===== config.mk =====
export PLATFORM = sky130hd
export DESIGN_NAME = area_bus_control_config
export DESIGN_NICKNAME = d
export VERILOG_FILES = /design/src/common/area_bus_control_pkg.sv /design/src/design/area_bus_control_config.sv /design/src/design/idle_code_decode.sv
export VERILOG_INCLUDE_DIRS = /design/src /design/src/common
export SDC_FILE = /design/constraint.sdc
export NUM_CORES = 1
export LEC_CHECK = 0
export ABC_AREA = 0
export BUFFER_PORTS_ARGS = -buffer_cell sky130_fd_sc_hd__buf_2
export CAP_MARGIN = 5
export CORE_MARGIN = 3
export CORE_UTILIZATION = 57
export CTS_CLUSTER_SIZE = 30
export DETAILED_ROUTE_END_ITERATION = 6
export GPL_TIMING_DRIVEN = 1
export PLACE_DENSITY = 0.86
export SLEW_MARGIN = 5
export SYNTH_ARGS = -nofsm -noshare
export SYNTH_HDL_FRONTEND = slang
export SYNTH_SLANG_ARGS = --single-unit

===== constraint.sdc =====
create_clock -name pclk -period 4 [get_ports pclk]
set_input_delay 0.8 -clock pclk [delete_from_list [all_inputs] [get_ports pclk]]
set_output_delay 0.8 -clock pclk [all_outputs]
set_load 0.1 [all_outputs]

===== src/common/area_bus_control_regs.svh =====
// Register offsets, field positions, reset values and codes of the area bus control bank.
`ifndef AREA_BUS_CONTROL_REGS_SVH
`define AREA_BUS_CONTROL_REGS_SVH
`define ABC_OFF_AREA0       12'h000
`define ABC_OFF_AREA3       12'h004
`define ABC_OFF_AREA4       12'h008
`define ABC_OFF_AREA5       12'h00c
`define ABC_OFF_AREA6       12'h010
`define ABC_IW_HI           29
`define ABC_IW_LO           28
`define ABC_RWD_HI          26
`define ABC_RWD_LO          25
`define ABC_RWS_HI          23
`define ABC_RWS_LO          22
`define ABC_RRD_HI          20
`define ABC_RRD_LO          19
`define ABC_RRS_HI          17
`define ABC_RRS_LO          16
`define ABC_KIND_HI         15
`define ABC_KIND_LO         12
`define ABC_WIDTH_HI        10
`define ABC_WIDTH_LO        9
`define ABC_IDLE_RESET      2'h3
`define ABC_KIND_RESET      4'h0
`define ABC_WIDTH_RESET     2'h3
`define ABC_WIDTH_8         2'h1
`define ABC_WIDTH_16        2'h2
`define ABC_WIDTH_PIN_HI    2'h2
`define ABC_WIDTH_PIN_LO    2'h1
`define ABC_KIND_NORMAL     4'h0
`define ABC_KIND_BYTE_SRAM  4'h3
`define ABC_KIND_SDRAM      4'h4
`define ABC_KIND_PCMCIA     4'h5
`define ABC_WMASK           32'h36db_f600
`define ABC_IDLE_0          3'h0
`define ABC_IDLE_1          3'h1
`define ABC_IDLE_2          3'h2
`define ABC_IDLE_4          3'h4
`endif


===== src/common/area_bus_control_pkg.sv =====
// Types shared by the area bus control bank.
package area_bus_control_pkg;
	typedef logic [1:0] idle_code_t;
	typedef logic [2:0] idle_count_t;
	typedef logic [2:0] area_idx_t;
	typedef enum logic [3:0] {
		kind_normal    = 4'h0,
		kind_byte_sram = 4'h3,
		kind_sdram     = 4'h4,
		kind_pcmcia    = 4'h5
	} memory_kind_e;
	typedef enum {
		st_ready,
		st_idle
	} gap_state_e;
endpackage


===== src/design/area_bus_control_config.sv =====
// APB register bank of per-area bus control words with an access gap sequencer.
//
// Function
// - Bits 20:19 set idle cycles between reads to different areas; reset four.
// - Bits 17:16 set idle cycles between reads to the same area; reset four.
// - Bits 15:12 pick memory kind: normal, byte SRAM, SDRAM, PCMCIA; reset normal.
// - Bits 10:9 set bus width: 01 eight bits, 10 sixteen bits.
// - Area zero width comes from the mode pin; written width is ignored.
// - Areas five and six as PCMCIA accept eight or sixteen bit width.
// - Reserved bits read zero; software writes zero to them.
// - Area zero captures the width mode pin at power-on reset release.
// - Bits 29:28 set idle cycles after a write; reset four.
// - Bits 26:25 set idle cycles for read then write to other area.
// - Bits 23:22 set idle cycles for read then write to same area.
//
// Design decisions made here: the APB interface to the registers and the placing of the registers.
`include "area_bus_control_regs.svh"
module area_bus_control_config (
	// Clock and reset.
	input  wire logic                                  pclk,
	input  wire logic                                  presetn,
	// APB slave.
	input  wire logic                                  psel,
	input  wire logic                                  penable,
	input  wire logic                                  pwrite,
	input  wire logic [11:0]                           paddr,
	input  wire logic [31:0]                           pwdata,
	output logic      [31:0]                           prdata,
	output wire logic                                  pready,
	output wire logic                                  pslverr,
	// Mode strap giving area zero its width.
	input  wire logic                                  width_mode_pin,
	// External access requests from the bus controller core.
	input  wire logic                                  acc_req,
	input  wire area_bus_control_pkg::area_idx_t       acc_area,
	input  wire logic                                  acc_write,
	output wire logic                                  acc_grant,
	// Configuration of the area of the granted access, and the gap busy flag.
	output area_bus_control_pkg::memory_kind_e         acc_kind,
	output logic      [1:0]                            acc_width,
	output logic                                       gap_busy
);
	import area_bus_control_pkg::*;

	localparam int NAREA = 5;

	// One word per implemented area: 0, 3, 4, 5 and 6 in that order.
	logic [31:0]  area_bus_control_reg [NAREA];
	logic [1:0]   area_zero_width;
	logic         strap_pending;
	gap_state_e   state;
	logic [2:0]   gap_left;
	logic [2:0]   prev_slot;
	logic         prev_write;
	logic         prev_valid;

	// APB decode: zero wait state, unmapped addresses answer with an error.
	wire          apb_access = psel & penable;
	wire          hit0 = (paddr == `ABC_OFF_AREA0);
	wire          hit3 = (paddr == `ABC_OFF_AREA3);
	wire          hit4 = (paddr == `ABC_OFF_AREA4);
	wire          hit5 = (paddr == `ABC_OFF_AREA5);
	wire          hit6 = (paddr == `ABC_OFF_AREA6);
	wire [NAREA-1:0] hit = {hit6, hit5, hit4, hit3, hit0};
	wire          mapped = |hit;
	assign pready  = 1'b1;
	assign pslverr = apb_access & ~mapped;

	// Reserved bits are dropped on write so they can never read back as one.
	wire [31:0]   wr_clean = pwdata & `ABC_WMASK;

	// Reset word shared by all areas: idle fields four, normal kind, width 11.
	localparam logic [31:0] RESET_WORD = {2'h0, `ABC_IDLE_RESET, 1'b0, `ABC_IDLE_RESET, 1'b0,
	                            `ABC_IDLE_RESET, 1'b0, `ABC_IDLE_RESET, 1'b0,
	                            `ABC_IDLE_RESET, `ABC_KIND_RESET, 1'b0,
	                            `ABC_WIDTH_RESET, 9'h000};

	// Register words; a write lands at the APB access edge only.
	genvar g;
	generate
		for (g = 0; g < NAREA; g++) begin : g_area
			always_ff @(posedge pclk or negedge presetn) begin
				if (!presetn) begin
					area_bus_control_reg[g] <= RESET_WORD;
				end else if (apb_access && pwrite && hit[g]) begin
					area_bus_control_reg[g] <= wr_clean;
				end
			end
		end
	endgenerate

	// The strap is sampled on the first clock after reset release, never under reset.
	always_ff @(posedge pclk or negedge presetn) begin
		if (!presetn) begin
			strap_pending   <= 1'b1;
			area_zero_width <= `ABC_WIDTH_RESET;
		end else if (strap_pending) begin
			strap_pending   <= 1'b0;
			area_zero_width <= width_mode_pin ? `ABC_WIDTH_PIN_HI : `ABC_WIDTH_PIN_LO;
		end
	end

	// Area zero shows the strapped width in place of whatever was written.
	function automatic logic [31:0] view(input int idx);
		logic [31:0] w;
		w = area_bus_control_reg[idx];
		if (idx == 0) begin
			w[`ABC_WIDTH_HI:`ABC_WIDTH_LO] = area_zero_width;
		end
		return w;
	endfunction

	// Read mux: a one-hot select across the words, zero when nothing matches.
	always_comb begin
		prdata = 32'h0000_0000;
		for (int i = 0; i < NAREA; i++) begin
			if (hit[i]) begin
				prdata = view(i);
			end
		end
	end

	// Slot of the requesting area; unknown area numbers fall back to area zero.
	wire [2:0] req_slot = (acc_area == 3'h3) ? 3'h1 :
	                      (acc_area == 3'h4) ? 3'h2 :
	                      (acc_area == 3'h5) ? 3'h3 :
	                      (acc_area == 3'h6) ? 3'h4 : 3'h0;

	// Fields of the previous access's area, read live so a finished write counts.
	wire [31:0]   prev_word = view(32'(prev_slot));
	wire          same_area = (prev_slot == req_slot);
	// Word of the requesting area, named so its fields can be sliced.
	wire [31:0]   req_word = view(32'(req_slot));
	idle_count_t  cnt_ww;
	idle_count_t  cnt_rwd;
	idle_count_t  cnt_rws;
	idle_count_t  cnt_rrd;
	idle_count_t  cnt_rrs;

	idle_code_decode u_dec_ww (
		.code  (prev_word[`ABC_IW_HI:`ABC_IW_LO]),
		.count (cnt_ww)
	);
	idle_code_decode u_dec_rwd (
		.code  (prev_word[`ABC_RWD_HI:`ABC_RWD_LO]),
		.count (cnt_rwd)
	);
	idle_code_decode u_dec_rws (
		.code  (prev_word[`ABC_RWS_HI:`ABC_RWS_LO]),
		.count (cnt_rws)
	);
	idle_code_decode u_dec_rrd (
		.code  (prev_word[`ABC_RRD_HI:`ABC_RRD_LO]),
		.count (cnt_rrd)
	);
	idle_code_decode u_dec_rrs (
		.code  (prev_word[`ABC_RRS_HI:`ABC_RRS_LO]),
		.count (cnt_rrs)
	);

	// Classify the new access against the previous one by direction and area.
	wire [2:0] need_gap = !prev_valid ? 3'h0 :
	                      prev_write  ? cnt_ww :
	                      acc_write   ? (same_area ? cnt_rws : cnt_rwd) :
	                                    (same_area ? cnt_rrs : cnt_rrd);

	// A request goes straight through when no gap is owed.
	wire start_now = (state == st_ready) && acc_req && (need_gap == 3'h0);
	wire start_gap = (state == st_ready) && acc_req && (need_gap != 3'h0);
	wire gap_done  = (state == st_idle) && (gap_left == 3'h1);
	assign acc_grant = start_now || (gap_done && acc_req);

	// Gap sequencer: counts idle cycles then grants the held request.
	always_ff @(posedge pclk or negedge presetn) begin
		if (!presetn) begin
			state    <= st_ready;
			gap_left <= 3'h0;
		end else begin
			unique case (state)
				st_ready: begin
					if (start_gap) begin
						state    <= st_idle;
						gap_left <= need_gap;
					end
				end
				st_idle: begin
					gap_left <= gap_left - 3'h1;
					if (gap_done) begin
						state <= st_ready;
					end
				end
			endcase
		end
	end

	// History of the last granted access and its configuration snapshot.
	always_ff @(posedge pclk or negedge presetn) begin
		if (!presetn) begin
			prev_valid <= 1'b0;
			prev_write <= 1'b0;
			prev_slot  <= 3'h0;
			acc_kind   <= kind_normal;
			acc_width  <= `ABC_WIDTH_RESET;
		end else if (acc_grant) begin
			prev_valid <= 1'b1;
			prev_write <= acc_write;
			prev_slot  <= req_slot;
			acc_kind   <= memory_kind_e'(req_word[`ABC_KIND_HI:`ABC_KIND_LO]);
			acc_width  <= req_word[`ABC_WIDTH_HI:`ABC_WIDTH_LO];
		end
	end

	// Busy flag shown to the core while an idle gap runs.
	always_ff @(posedge pclk or negedge presetn) begin
		if (!presetn) begin
			gap_busy <= 1'b0;
		end else begin
			gap_busy <= start_gap || (state == st_idle && !gap_done);
		end
	end
endmodule // area_bus_control_config


===== src/design/idle_code_decode.sv =====
// Decoder from a two-bit idle field code to a count of idle cycles.
`include "area_bus_control_regs.svh"
module idle_code_decode (
	// Field code in.
	input  wire area_bus_control_pkg::idle_code_t  code,
	// Idle cycles out.
	output wire area_bus_control_pkg::idle_count_t count
);
	import area_bus_control_pkg::*;

	// Codes 00, 01, 10 and 11 give zero, one, two and four idle cycles.
	assign count = (code == 2'h0) ? `ABC_IDLE_0 :
	               (code == 2'h1) ? `ABC_IDLE_1 :
	               (code == 2'h2) ? `ABC_IDLE_2 : `ABC_IDLE_4;
endmodule // idle_code_decode


# [Word-level counts from Yosys, hierarchy flattened]
# Cells that the tools add are included.
[classes] n_addsub=1 magnitude_cmp=2 eq_ne=24 muxes=42 bitwise=5 reduce_logical=28
[op_table] op="binary-select mux 32 bit (select 3 bit)" count=2
[op_table] op="2-to-1 mux 30 bit" count=5
[op_table] op="2-to-1 mux 32 bit" count=4
[op_table] op="2-to-1 mux 3 bit" count=25
[op_table] op="greater-or-equal comparator 32 x 4 -> 1 bit (second input constant)" count=2
[op_table] op="zero test 32 bit" count=2
[op_table] op="inverter 3 -> 32 bit" count=2
[op_table] op="one-hot mux 32 bit (2 select lines)" count=1
[op_table] op="equality test 32 x 1 -> 1 bit (second input constant)" count=1
[op_table] op="equality test 32 x 2 -> 1 bit (second input constant)" count=1
[op_table] op="2-to-1 mux 16 bit" count=2
[op_table] op="equality test 12 x 4 -> 1 bit (second input constant)" count=2
[op_table] op="equality test 12 x 3 -> 1 bit (second input constant)" count=1
[op_table] op="equality test 12 x 5 -> 1 bit (second input constant)" count=1
[op_table] op="logical AND 1 bit" count=12
[op_table] op="zero test 12 bit" count=1
[op_table] op="equality test 2 x 1 -> 1 bit (second input constant)" count=5
[op_table] op="equality test 2 bit (second input constant)" count=5
[op_table] op="zero test 2 bit" count=5
[op_table] op="equality test 3 bit (second input constant)" count=3
[op_table] op="zero test 3 bit" count=2
[op_table] op="one-hot mux 3 bit (2 select lines)" count=1
[op_table] op="OR reduction 5 bit" count=1
[op_table] op="2-to-1 mux 2 bit" count=2
[op_table] op="other kinds (11)" count=14
[word_totals] ff_bits=130 inputBits=55 word_cells=117

# [Longest topological paths before layout]
# Gate-level depths: netlist of the first run.
[depth] word_depth=16 mapped_depth=11 mapped_depth_nobuf=8

# [By module]
# A second synthesis of the first run with hierarchy kept.
[hier_totals] cells_unflattened=536 area_unflattened_um2=5820.6
[by_module_without_submodules] module="area_bus_control_config" n_inst=1 cells_per_inst=521 area_each_um2=5708.0 seq_area_each_um2=2506.2
[by_module_without_submodules] module="idle_code_decode" n_inst=5 cells_per_inst=3 area_each_um2=22.5 seq_area_each_um2=0.0

# [Worst setup path after synthesis of the first run]
# OpenSTA, ideal clock, no wires.
[synth_path] path_kind="input -> output" startpoint="input paddr[0]" endpoint="output prdata[28]" arrival_time_ps=4027 t_required_ps=3200 path_slack_ps=-827 path_stages=7 path_buffers=2 path_cell_list="nor4_1 -> nand2_1 -> nor4_1 -> nand2b_1 -> clkbuf_1 -> clkbuf_1 -> o21ai_0"
[synth_via] elab_chain_cells=6 elab_cells_between_ends=10
[synth_rtl] item="start, declared" line="area_bus_control_config.sv:26" source="input wire logic [11:0] paddr,"
[synth_rtl] item="zero test 12 bit (no line)"
[synth_rtl] item="2-to-1 mux 30 bit (3 in a row)" line="area_bus_control_config.sv:117" source="if (hit[i]) begin"
[synth_rtl] item="2-to-1 mux 32 bit" line="area_bus_control_config.sv:117"
[synth_rtl] item="2-to-1 mux 32 bit (*)" line="area_bus_control_config.sv:117"
[synth_rtl] item="end, declared" line="area_bus_control_config.sv:28" source="output logic [31:0] prdata,"
# Every way passes the cells marked *; elsewhere a longest branch is shown, timed or not.

# [Final worst setup path of the first run]
[layout_path] startpoint="input acc_area[0]" endpoint="output acc_grant"
[layout_via] elab_chain_cells=13 elab_cells_between_ends=17
[layout_rtl] item="start, declared" line="area_bus_control_config.sv:35" source="input wire area_bus_control_pkg::area_idx_t acc_area,"
[layout_rtl] item="equality test 3 bit" line="area_bus_control_config.sv:127" source="(acc_area == 3'h6) ? 3'h4 : 3'h0;"
[layout_rtl] item="2-to-1 mux 3 bit" line="area_bus_control_config.sv:127"
[layout_rtl] item="2-to-1 mux 3 bit" line="area_bus_control_config.sv:126" source="(acc_area == 3'h5) ? 3'h3 :"
[layout_rtl] item="2-to-1 mux 3 bit" line="area_bus_control_config.sv:125" source="(acc_area == 3'h4) ? 3'h2 :"
[layout_rtl] item="2-to-1 mux 3 bit (*)" line="area_bus_control_config.sv:124" source="wire [2:0] req_slot = (acc_area == 3'h3) ? 3'h1 :"
[layout_rtl] item="equality test 3 bit (*)" line="area_bus_control_config.sv:131" source="wire same_area = (prev_slot == req_slot);"
[layout_rtl] item="2-to-1 mux 3 bit, on equally long branches" line="area_bus_control_config.sv:165, area_bus_control_config.sv:164"
[layout_rtl] item="2-to-1 mux 3 bit (*)" line="area_bus_control_config.sv:164" source="acc_write ? (same_area ? cnt_rws : cnt_rwd) :"
[layout_rtl] item="2-to-1 mux 3 bit (*)" line="area_bus_control_config.sv:163" source="prev_write ? cnt_ww :"
[layout_rtl] item="2-to-1 mux 3 bit (*)" line="area_bus_control_config.sv:162" source="wire [2:0] need_gap = !prev_valid ? 3'h0 :"
[layout_rtl] item="zero test 3 bit (*)" line="area_bus_control_config.sv:168" source="wire start_now = (state == st_ready) && acc_req && (need_gap == 3'h0);"
[layout_rtl] item="logical AND 1 bit (*)" line="area_bus_control_config.sv:168"
[layout_rtl] item="logical OR 1 bit (*)" line="area_bus_control_config.sv:171" source="assign acc_grant = start_now || (gap_done && acc_req);"
[layout_rtl] item="end, declared" line="area_bus_control_config.sv:37" source="output wire logic acc_grant,"
# Marks and branches as above.

==> metrics.md, run 1 <==
| Metric | Value |
|---|---|
| Min-delay worst type | primary input to async pin |
| Total global-route track usage | between 20% and 30% |
| Switching power as a share of total power | 40.3% |
| Clock-pin slew of the registers on the worst-case setup and hold paths | ~0.11 ns |
| DRT antenna net count | 0 |
| Reported net switching power | roughly 1.3 mW |
| CTS tree | done |
| Async set-reset flop share out of synthesis | 100% |
| Netlist area before placement | 5710 sq um |
| Total clock buffers created by CTS | 9 |
| Critical path required time | ~3.2 ns |
| Die width | about 110 um |
| Hold Vio Cnt, Final | 0 |
| Area of the core | 9500 sq um |
| Number of H-tree levels | 3 |
| Number of global-route vias before repair | 4490 |
| Post-route design area | roughly 6700 sq um |
| Insertion delay of the later-clocked pin in the worst-skew pair | approximately 0.37 ns |
| Post-Place Cell Area | 6450 sq um |
| Io pins | 97 |
| Worst-case hold slack | approximately 0.49 ns |
| Pin slew with the least headroom to its limit | between 0.7 and 0.8 ns |
| Count of warnings emitted by yosys | 0 |
| EDFF count, synth | 0 |
| Routed wire length | ~14000 um |
| Logic gate share of total power | between 30% and 40% |
| Avg Vias per Cell | roughly 6.3 |
| Final net count | ~610 |
| Clk root buf | sky130_fd_sc_hd__clkbuf_8 |
| Proportion of layout cells with a drive suffix above 1 | a little over half |
| Initial core utilization | 60.1% |
| Setup Viol. Count Final | 0 |
| Overall die height | roughly 110 um |
| Final max-slew violation count | 0 |
| Prevailing post-synth register cell | sky130_fd_sc_hd__dfstp_2 |
| Type of origin of the critical path | primary input |
| Portion of the post-synthesis area used by sequential elements | between 40 and 50% |
| Kind of capture point of the worst setup path | primary output |
| Final antenna diode count | 0 |
| Result of the run | complete, no violations |
| Maximum clock rate | about 250 MHz |
| HPWL reported at the end of detailed placement | 9880 um |
| Final Total Pwr | 3.12 mW |
| Minimum clock period | just under 4 ns |
| Routed len/inst | slightly above 20 um |
| VDD IR-drop max | between 0.0003 and 0.0004 V |
| Max FO, Critical Path | 5 |
| Sum of overflow across all layers after global routing | 0 |
| Synthesis-to-layout area growth | 17.6% |
| Die outline area | approximately 11000 sq um |
| Clk sinks | 97 |
| Number of DRC violations after detailed-routing iteration 0 | between 300 and 400 |
| Clock share of power | around a quarter |
| Post-synthesis cell count | 483 |
| Data arrival time at the worst-slack endpoint | 3.16 ns |
| Flip-flop count of the largest register after layout | ~80 |
| DR vias | around 4300 |
| Total internal power | 1.87 mW |
| Post-detailed-route DRC marker count | 0 |
| Global-route wire length before repair | 22700 um |
| Synthesized flop and latch total | 97 |
| Initial antenna violation count | 0 |
| Hold-fix buffers at CTS | 0 |
| Number of buffers added on ports | 63 |
| Library cells used by synthesis | between 60 and 70 |
| CP Class | primary input to primary output |
| Worst slew margin relative to its limit | 51.0% |
| Final critical-path share of the clock period | a little over nine tenths |
| Unrepaired setup endpoints after global routing | no |
| Number of buffers on the longest clock path | 2 |
| # rows | 35 |
| Max-capacitance violation count | 0 |
| Synth Area per Inst | between 10 and 15 sq um |
| Static leakage | 2.94 nW |
| Power density over cell area | between 400 and 500 nW/um^2 |
| Placer's final routability congestion estimate | a little over 0.9 |
| Number of iterations in the first detailed-routing pass | 5 |
| Final setup skew | between 0.015 and 0.02 ns |
| Register share of total power | between 30% and 40% |
| Maximum number of pins on one net before global-route repair | 60 |
[power by group through the flow]
stage	registers, mW	clock network, mW	logic (mW)
after floorplan	1.37	0	0.734
after global placement	1.15	0	1.16
after detailed placement	1.16	0	1.19
after CTS	1.15	0.750	1.20
after global routing	1.15	0.799	1.31
final	1.14	0.737	1.25
[cells by family (layout without fill, tap and decap cells)]
kind of cell             count (synthesis)  count (layout)  share of synthesized area, %
adder cells (fa/ha/maj)                  2               2                         0.438
buffers and inverters                   57             118                          5.74
multiplexers                           133             133                          27.5
AO/OA/AOI/OAI                           94              94                          12.9
flip-flops                              97              97                          43.9
XOR/XNOR                                 1               1                         0.153
other                                    2              18                         0.131
AND/OR/NAND/NOR                         97              97                          9.24
[per-stage QoR]
step                      setup TNS [ns]  util, %  std cells  setup slack [ns]
after floorplan                 -0.00562        -        499          -0.00562
after global placement                 0     67.9        671            0.0776
after detailed placement         -0.0448     67.9        671           -0.0448
after CTS                              0     70.3        687            0.0127
after global routing                   0     70.7        689           0.00483
final                                  0     70.7        689            0.0421
[path summary, 6_finish.rpt]
path                                    start                        to  slack [ns]  cells after the start
worst max-delay path              acc_area[0]                 acc_grant        0.04                     10
worst min-delay path                  presetn              prev_slot[1]        0.49                      1
worst max register to register   prev_slot[0]              prev_slot[1]        0.86                     10
worst min register to register  strap_pending        area_zero_width[0]        0.49                      1
max in group asynchronous             presetn  area_bus_control_reg[22]        2.53                      2
min in group pclk               strap_pending        area_zero_width[0]        0.49                      1
[layout make-up]
type	count	area, sq um
inverters	10	41.3
flip-flops and latches	97	2510
clock buffers	9	124
fillers	659	2790
repair buffers	92	807
clock inverters	7	105
multi-input cells	345	2970
well taps	129	161
[synthesized netlist by cell type, types with 3 or more instances]
cell type	n	area [sq um]
sky130_fd_sc_hd__o22ai_1	4	25.0
sky130_fd_sc_hd__a22oi_1	16	120
sky130_fd_sc_hd__mux4_2	6	135
sky130_fd_sc_hd__buf_4	18	135
sky130_fd_sc_hd__a221o_1	20	200
sky130_fd_sc_hd__buf_2	6	30.0
sky130_fd_sc_hd__and3b_1	3	26.3
sky130_fd_sc_hd__o21ai_0	13	65.1
sky130_fd_sc_hd__a21oi_1	9	45.0
sky130_fd_sc_hd__nand2b_1	4	25.0
sky130_fd_sc_hd__nor2_1	25	93.8
sky130_fd_sc_hd__buf_6	3	33.8
sky130_fd_sc_hd__nor3b_1	4	30.0
sky130_fd_sc_hd__nand2_1	22	82.6
sky130_fd_sc_hd__nor2b_1	7	43.8
sky130_fd_sc_hd__and3_1	3	18.8
sky130_fd_sc_hd__o211ai_1	3	22.5
sky130_fd_sc_hd__nand3_1	7	35.0
sky130_fd_sc_hd__dfstp_2	63	1660
sky130_fd_sc_hd__o31ai_1	3	22.5
sky130_fd_sc_hd__o22a_1	8	70.1
sky130_fd_sc_hd__mux2_2	103	1160
sky130_fd_sc_hd__dfrtp_1	34	851
sky130_fd_sc_hd__clkbuf_1	17	63.8
sky130_fd_sc_hd__mux2i_1	15	150
sky130_fd_sc_hd__mux2_4	7	105
sky130_fd_sc_hd__inv_1	9	33.8
sky130_fd_sc_hd__nand4_1	3	18.8
[layout by cell type (no fill, tap or decap), types with 4 or more instances in the layout]
cell type,n
sky130_fd_sc_hd__mux2i_1,15
sky130_fd_sc_hd__o22ai_1,4
sky130_fd_sc_hd__buf_2,45
sky130_fd_sc_hd__o21ai_0,12
sky130_fd_sc_hd__inv_1,8
sky130_fd_sc_hd__o22a_1,8
sky130_fd_sc_hd__mux2_4,7
sky130_fd_sc_hd__nand3_1,7
sky130_fd_sc_hd__nor2_1,25
sky130_fd_sc_hd__conb_1,18
sky130_fd_sc_hd__a22oi_1,16
sky130_fd_sc_hd__mux2_2,103
sky130_fd_sc_hd__dfstp_2,63
sky130_fd_sc_hd__a21oi_1,9
sky130_fd_sc_hd__dfrtp_1,32
sky130_fd_sc_hd__buf_12,18
sky130_fd_sc_hd__mux4_2,6
sky130_fd_sc_hd__buf_4,28
sky130_fd_sc_hd__nand2_1,22
sky130_fd_sc_hd__clkbuf_8,9
sky130_fd_sc_hd__nand2b_1,4
sky130_fd_sc_hd__nor2b_1,7
sky130_fd_sc_hd__a221o_1,20
[routing by layer]
layer / up-vias / global-route usage, % / wire length, um
met4: 0 / 11.4 / 456
li1: 1926 / - / -
met5: - / 0 / 0
met2: 203 / 42.2 / 6960
met3: 42 / 4.55 / 1020
met1: 2178 / 33.2 / 5750
[worst max-delay path, stage by stage]
cell and delay (ns):
sky130_fd_sc_hd__buf_2 0.16, sky130_fd_sc_hd__a211oi_1 0.12, sky130_fd_sc_hd__o311ai_2 0.35, sky130_fd_sc_hd__o211ai_1 0.19, sky130_fd_sc_hd__or4_1 0.50, sky130_fd_sc_hd__a32o_1 0.29, sky130_fd_sc_hd__a21o_1 0.22, sky130_fd_sc_hd__a31oi_4 0.22
sky130_fd_sc_hd__clkinvlp_4 0.11, sky130_fd_sc_hd__buf_6 0.18
[repair_timing]
item | 4_1_cts | 5_1_grt
pin swaps | 0 | 1
resized for setup | 2 | 4
buffers inserted | 0 | 2
endpoints found under the setup margin | 1 | 1
No activity file was read; power rests on OpenSTA's default activity.
==> inputs of run 2 (changes only) <==
Settings changed: CORE_UTILIZATION 57 to 59, CTS_BUF_LIST set to sky130_fd_sc_hd__clkbuf_2 sky130_fd_sc_hd__clkbuf_4 sky130_fd_sc_hd__clkbuf_8, PLACE_DENSITY 0.86 to 0.88.
==> metrics.md, run 2 (synthesis results as in run 1) <==
| Metric | Value |
|---|---|
| Worst slew margin relative to its limit | 45.0% (was 51.0%) |
| Routed wire length | 14500 um (was 14200 um) |
| Final net count | 611 (was 612) |
| Hold Vio Cnt, Final | 0 (unchanged) |
| Total internal power | 1.79 mW (was 1.87 mW) |
| Final max-slew violation count | 0 (unchanged) |
| Max FO, Critical Path | 7 (was 5) |
| Worst-case hold slack | 0.504 ns (was 0.490 ns) |
| Number of DRC violations after detailed-routing iteration 0 | 395 (was 321) |
| Global routing met2 resource utilization | 44.8% (was 42.2%) |
| Die outline area | 10900 sq um (was 11300 sq um) |
| Final Total Pwr | 3.02 mW (was 3.12 mW) |
| Final critical-path share of the clock period | 97.7% (was 98.9%) |
| Min-delay worst type | flip-flop to flip-flop (was primary input to async pin) |
| Initial antenna violation count | 0 (unchanged) |
| Min-delay src | strap_pending |
| Number of global-route vias before repair | 4505 (was 4490) |
| Family with the most delay on the worst path | compound AO/OA/AOI/OAI gates (unchanged) |
| Data arrival time at the worst-slack endpoint | 3.11 ns (was 3.16 ns) |
| Worst reg2reg setup slack | 0.89 ns (was 0.86 ns) |
| Synthesis-to-layout area growth | 16.4% (was 17.6%) |
| Flip-flop count of the largest register after layout | 78 (unchanged) |
| Type of origin of the critical path | primary input (unchanged) |
| Logic gate share of total power | 40.6% (was 39.9%) |
| CTS tree | done (unchanged) |
| Static leakage | 2.92 nW (was 2.94 nW) |
| Postcts setup bufs | 0 (unchanged) |
| Critical R2R Launch | prev_slot[1] (was prev_slot[0]) |
| Hold Path Depth | 1 |
| CP Class | primary input to primary output (unchanged) |
| Die width | 104 um (was 106 um) |
| Post-Place Cell Area | 6450 sq um (about the same) |
| Number of H-tree levels | 3 (unchanged) |
| Met3 Track Usage GR | 5.52% (was 4.55%) |
| Pin slew with the least headroom to its limit | 0.825 ns (was 0.734 ns) |
| Buffers & Inverters on Critical Path | 3 (unchanged) |
| Final setup skew | 0.0268 ns (was 0.0161 ns) |
| Worst slack, placed | 0.00947 ns (was -0.0448 ns) |
| Minimum clock period | 3.91 ns (was 3.96 ns) |
| Met1 track utilization from global routing | 34.3% (was 33.2%) |
| Reg-to-Reg End | prev_slot[1] (unchanged) |
| Avg Vias per Cell | 6.37 (was 6.31) |
| Routed len/inst | 21.1 um (was 20.6 um) |
| Clock share of power | 21.3% (was 23.6%) |
| Number of buffers added on ports | 63 (unchanged) |
| Switching power as a share of total power | 40.7% (was 40.3%) |
| Most used cells in the layout excluding fill and tap cells | sky130_fd_sc_hd__mux2_2, sky130_fd_sc_hd__dfstp_2, sky130_fd_sc_hd__buf_2 (unchanged) |
| Clk root buf | sky130_fd_sc_hd__clkbuf_8 (unchanged) |
| Hold EP | area_zero_width[0] |
| R2R cell count | 9 (was 10) |
| Crit-path cells | buf_2 -> and4b_1 -> o311ai_1 -> o211ai_1 -> or4_1 -> a32o_1 -> a21o_1 -> a31oi_4 -> clkinvlp_4 -> buf_8 (was buf_2 -> a211oi_1 -> o311ai_2 -> o211ai_1 -> or4_1 -> a32o_1 -> a21o_1 -> a31oi_4 -> clkinvlp_4 -> buf_6) |
| Setup Viol. Count Final | 0 (unchanged) |
| Critical path required time | 3.20 ns (about the same) |
| Initial core utilization | 61.2% (was 60.1%) |
| Clk sinks | 97 (unchanged) |
| Register share of total power | 38.1% (was 36.5%) |
| Reported net switching power | 1.23 mW (was 1.26 mW) |
| Area of the core | 9330 sq um (was 9500 sq um) |
| Proportion of layout cells with a drive suffix above 1 | 53.0% (was 53.4%) |
| Overall die height | 104 um (was 106 um) |
| Insertion delay of the later-clocked pin in the worst-skew pair | 0.38 ns (was 0.37 ns) |
| Largest stage delay, worst path | 0.49 ns (was 0.50 ns) |
| Power density over cell area | 454 nW/um^2 (was 465 nW/um^2) |
| Result of the run | complete, no violations (unchanged) |
| Leading cell type in the layout, fill and taps excluded | sky130_fd_sc_hd__mux2_2 (unchanged) |
| Fill cell total of the finished layout | 625 (was 659) |
| Placed Cells | 672 (was 671) |
| Number of buffers on the longest clock path | 2 (unchanged) |
| Max-capacitance violation count | 0 (unchanged) |
| DR vias | 4376 (was 4349) |
| DRT antenna net count | 0 (unchanged) |
| Sum of overflow across all layers after global routing | 0 (unchanged) |
| Post-detailed-route DRC marker count | 0 (unchanged) |
| Final worst-path setup slack | 0.0927 ns (was 0.0421 ns) |
| CP max-delay cell | sky130_fd_sc_hd__or4_1 (unchanged) |
| Io pins | 97 (unchanged) |
| VDD IR-drop max | 0.000310 V (was 0.000366 V) |
| Count of placed standard cells in the final layout, fillers left out | 687 (was 689) |
| # rows | 35 (unchanged) |
| Total global-route track usage | 26.8% (was 25.7%) |
| Final antenna diode count | 0 (unchanged) |
| HPWL reported at the end of detailed placement | 9780 um (was 9880 um) |
| Post-route design area | 6650 sq um (was 6720 sq um) |
| Number of iterations in the first detailed-routing pass | 4 (was 5) |
| Maximum number of pins on one net before global-route repair | 68 (was 60) |
| Most Crowded Layer GR | met2 (unchanged) |
| Kind of capture point of the worst setup path | primary output (unchanged) |
| Maximum clock rate | 256 MHz (was 253 MHz) |
| Total clock buffers created by CTS | 9 (unchanged) |
| Hold-fix buffers at CTS | 0 (unchanged) |
| Clock-pin slew of the registers on the worst-case setup and hold paths | 0.09 ns (was 0.11 ns) |
| Global-route wire length before repair | 23300 um (was 22700 um) |
| Placer's final routability congestion estimate | 0.891 (was 0.914) |
-- run 2: cell type report --
class                      instances  area [sq um]  area share (%)
clock buffer                      10           131            1.97
inverter                          10          41.3           0.621
tap                              129           161            2.43
sequential                        97          2510            37.7
timing repair buffer              91           791            11.9
multi-input combinational        345          2960            44.5
clock inverter                     5          56.3           0.846
-- run 2: power by group through the flow --
stage                     sequential [mW]  combinational, mW  clock (mW)
final                                1.15               1.23       0.643
after global routing                 1.16               1.30       0.688
after CTS                            1.15               1.21       0.647
after detailed placement             1.16               1.20           0
after global placement               1.16               1.17           0
after floorplan                      1.37              0.734           0
-- run 2: worst max-delay path by stage --
stage | start | end | slack [ns] | cells past startpoint
floorplan | acc_area[0] | acc_grant | -0.006 | 10
global placement | acc_area[0] | acc_grant | 0.08 | 10
detailed placement | acc_area[0] | acc_grant | 0.009 | 10
CTS | acc_area[0] | acc_grant | 0.05 | 10
global route | acc_area[0] | acc_grant | -0.002 | 10
finish | acc_area[0] | acc_grant | 0.09 | 10
-- run 2: through the flow --
stage          util [%]  setup TNS (ns)
6_report           71.3               0
5_1_grt            71.3        -0.00181
4_1_cts            71.2               0
3_5_place_dp       69.1               0
3_3_place_gp       69.1               0
2_1_floorplan         -        -0.00562
-- run 2: worst register-to-register path: cells and delay by family, from the launching register on --
kind / cells / cell delay (ns)
AND/OR/NAND/NOR: 2 / 0.71
flip-flops: 1 / 0.50
buffers and inverters: 1 / 0.27
multiplexers: 1 / 0.36
AO/OA/AOI/OAI: 5 / 1.17
-- run 2: metal layers --
metal	up-vias	wire, um
met2	212	7200
met1	2200	5830
met4	0	403
met5	-	0
li1	1929	-
met3	35	1040
-- run 2: timing repair --
action	in CTS	in global routing
pin swaps	0	2
resized for setup	2	4
cloned	0	0
endpoints found under the setup margin	1	1
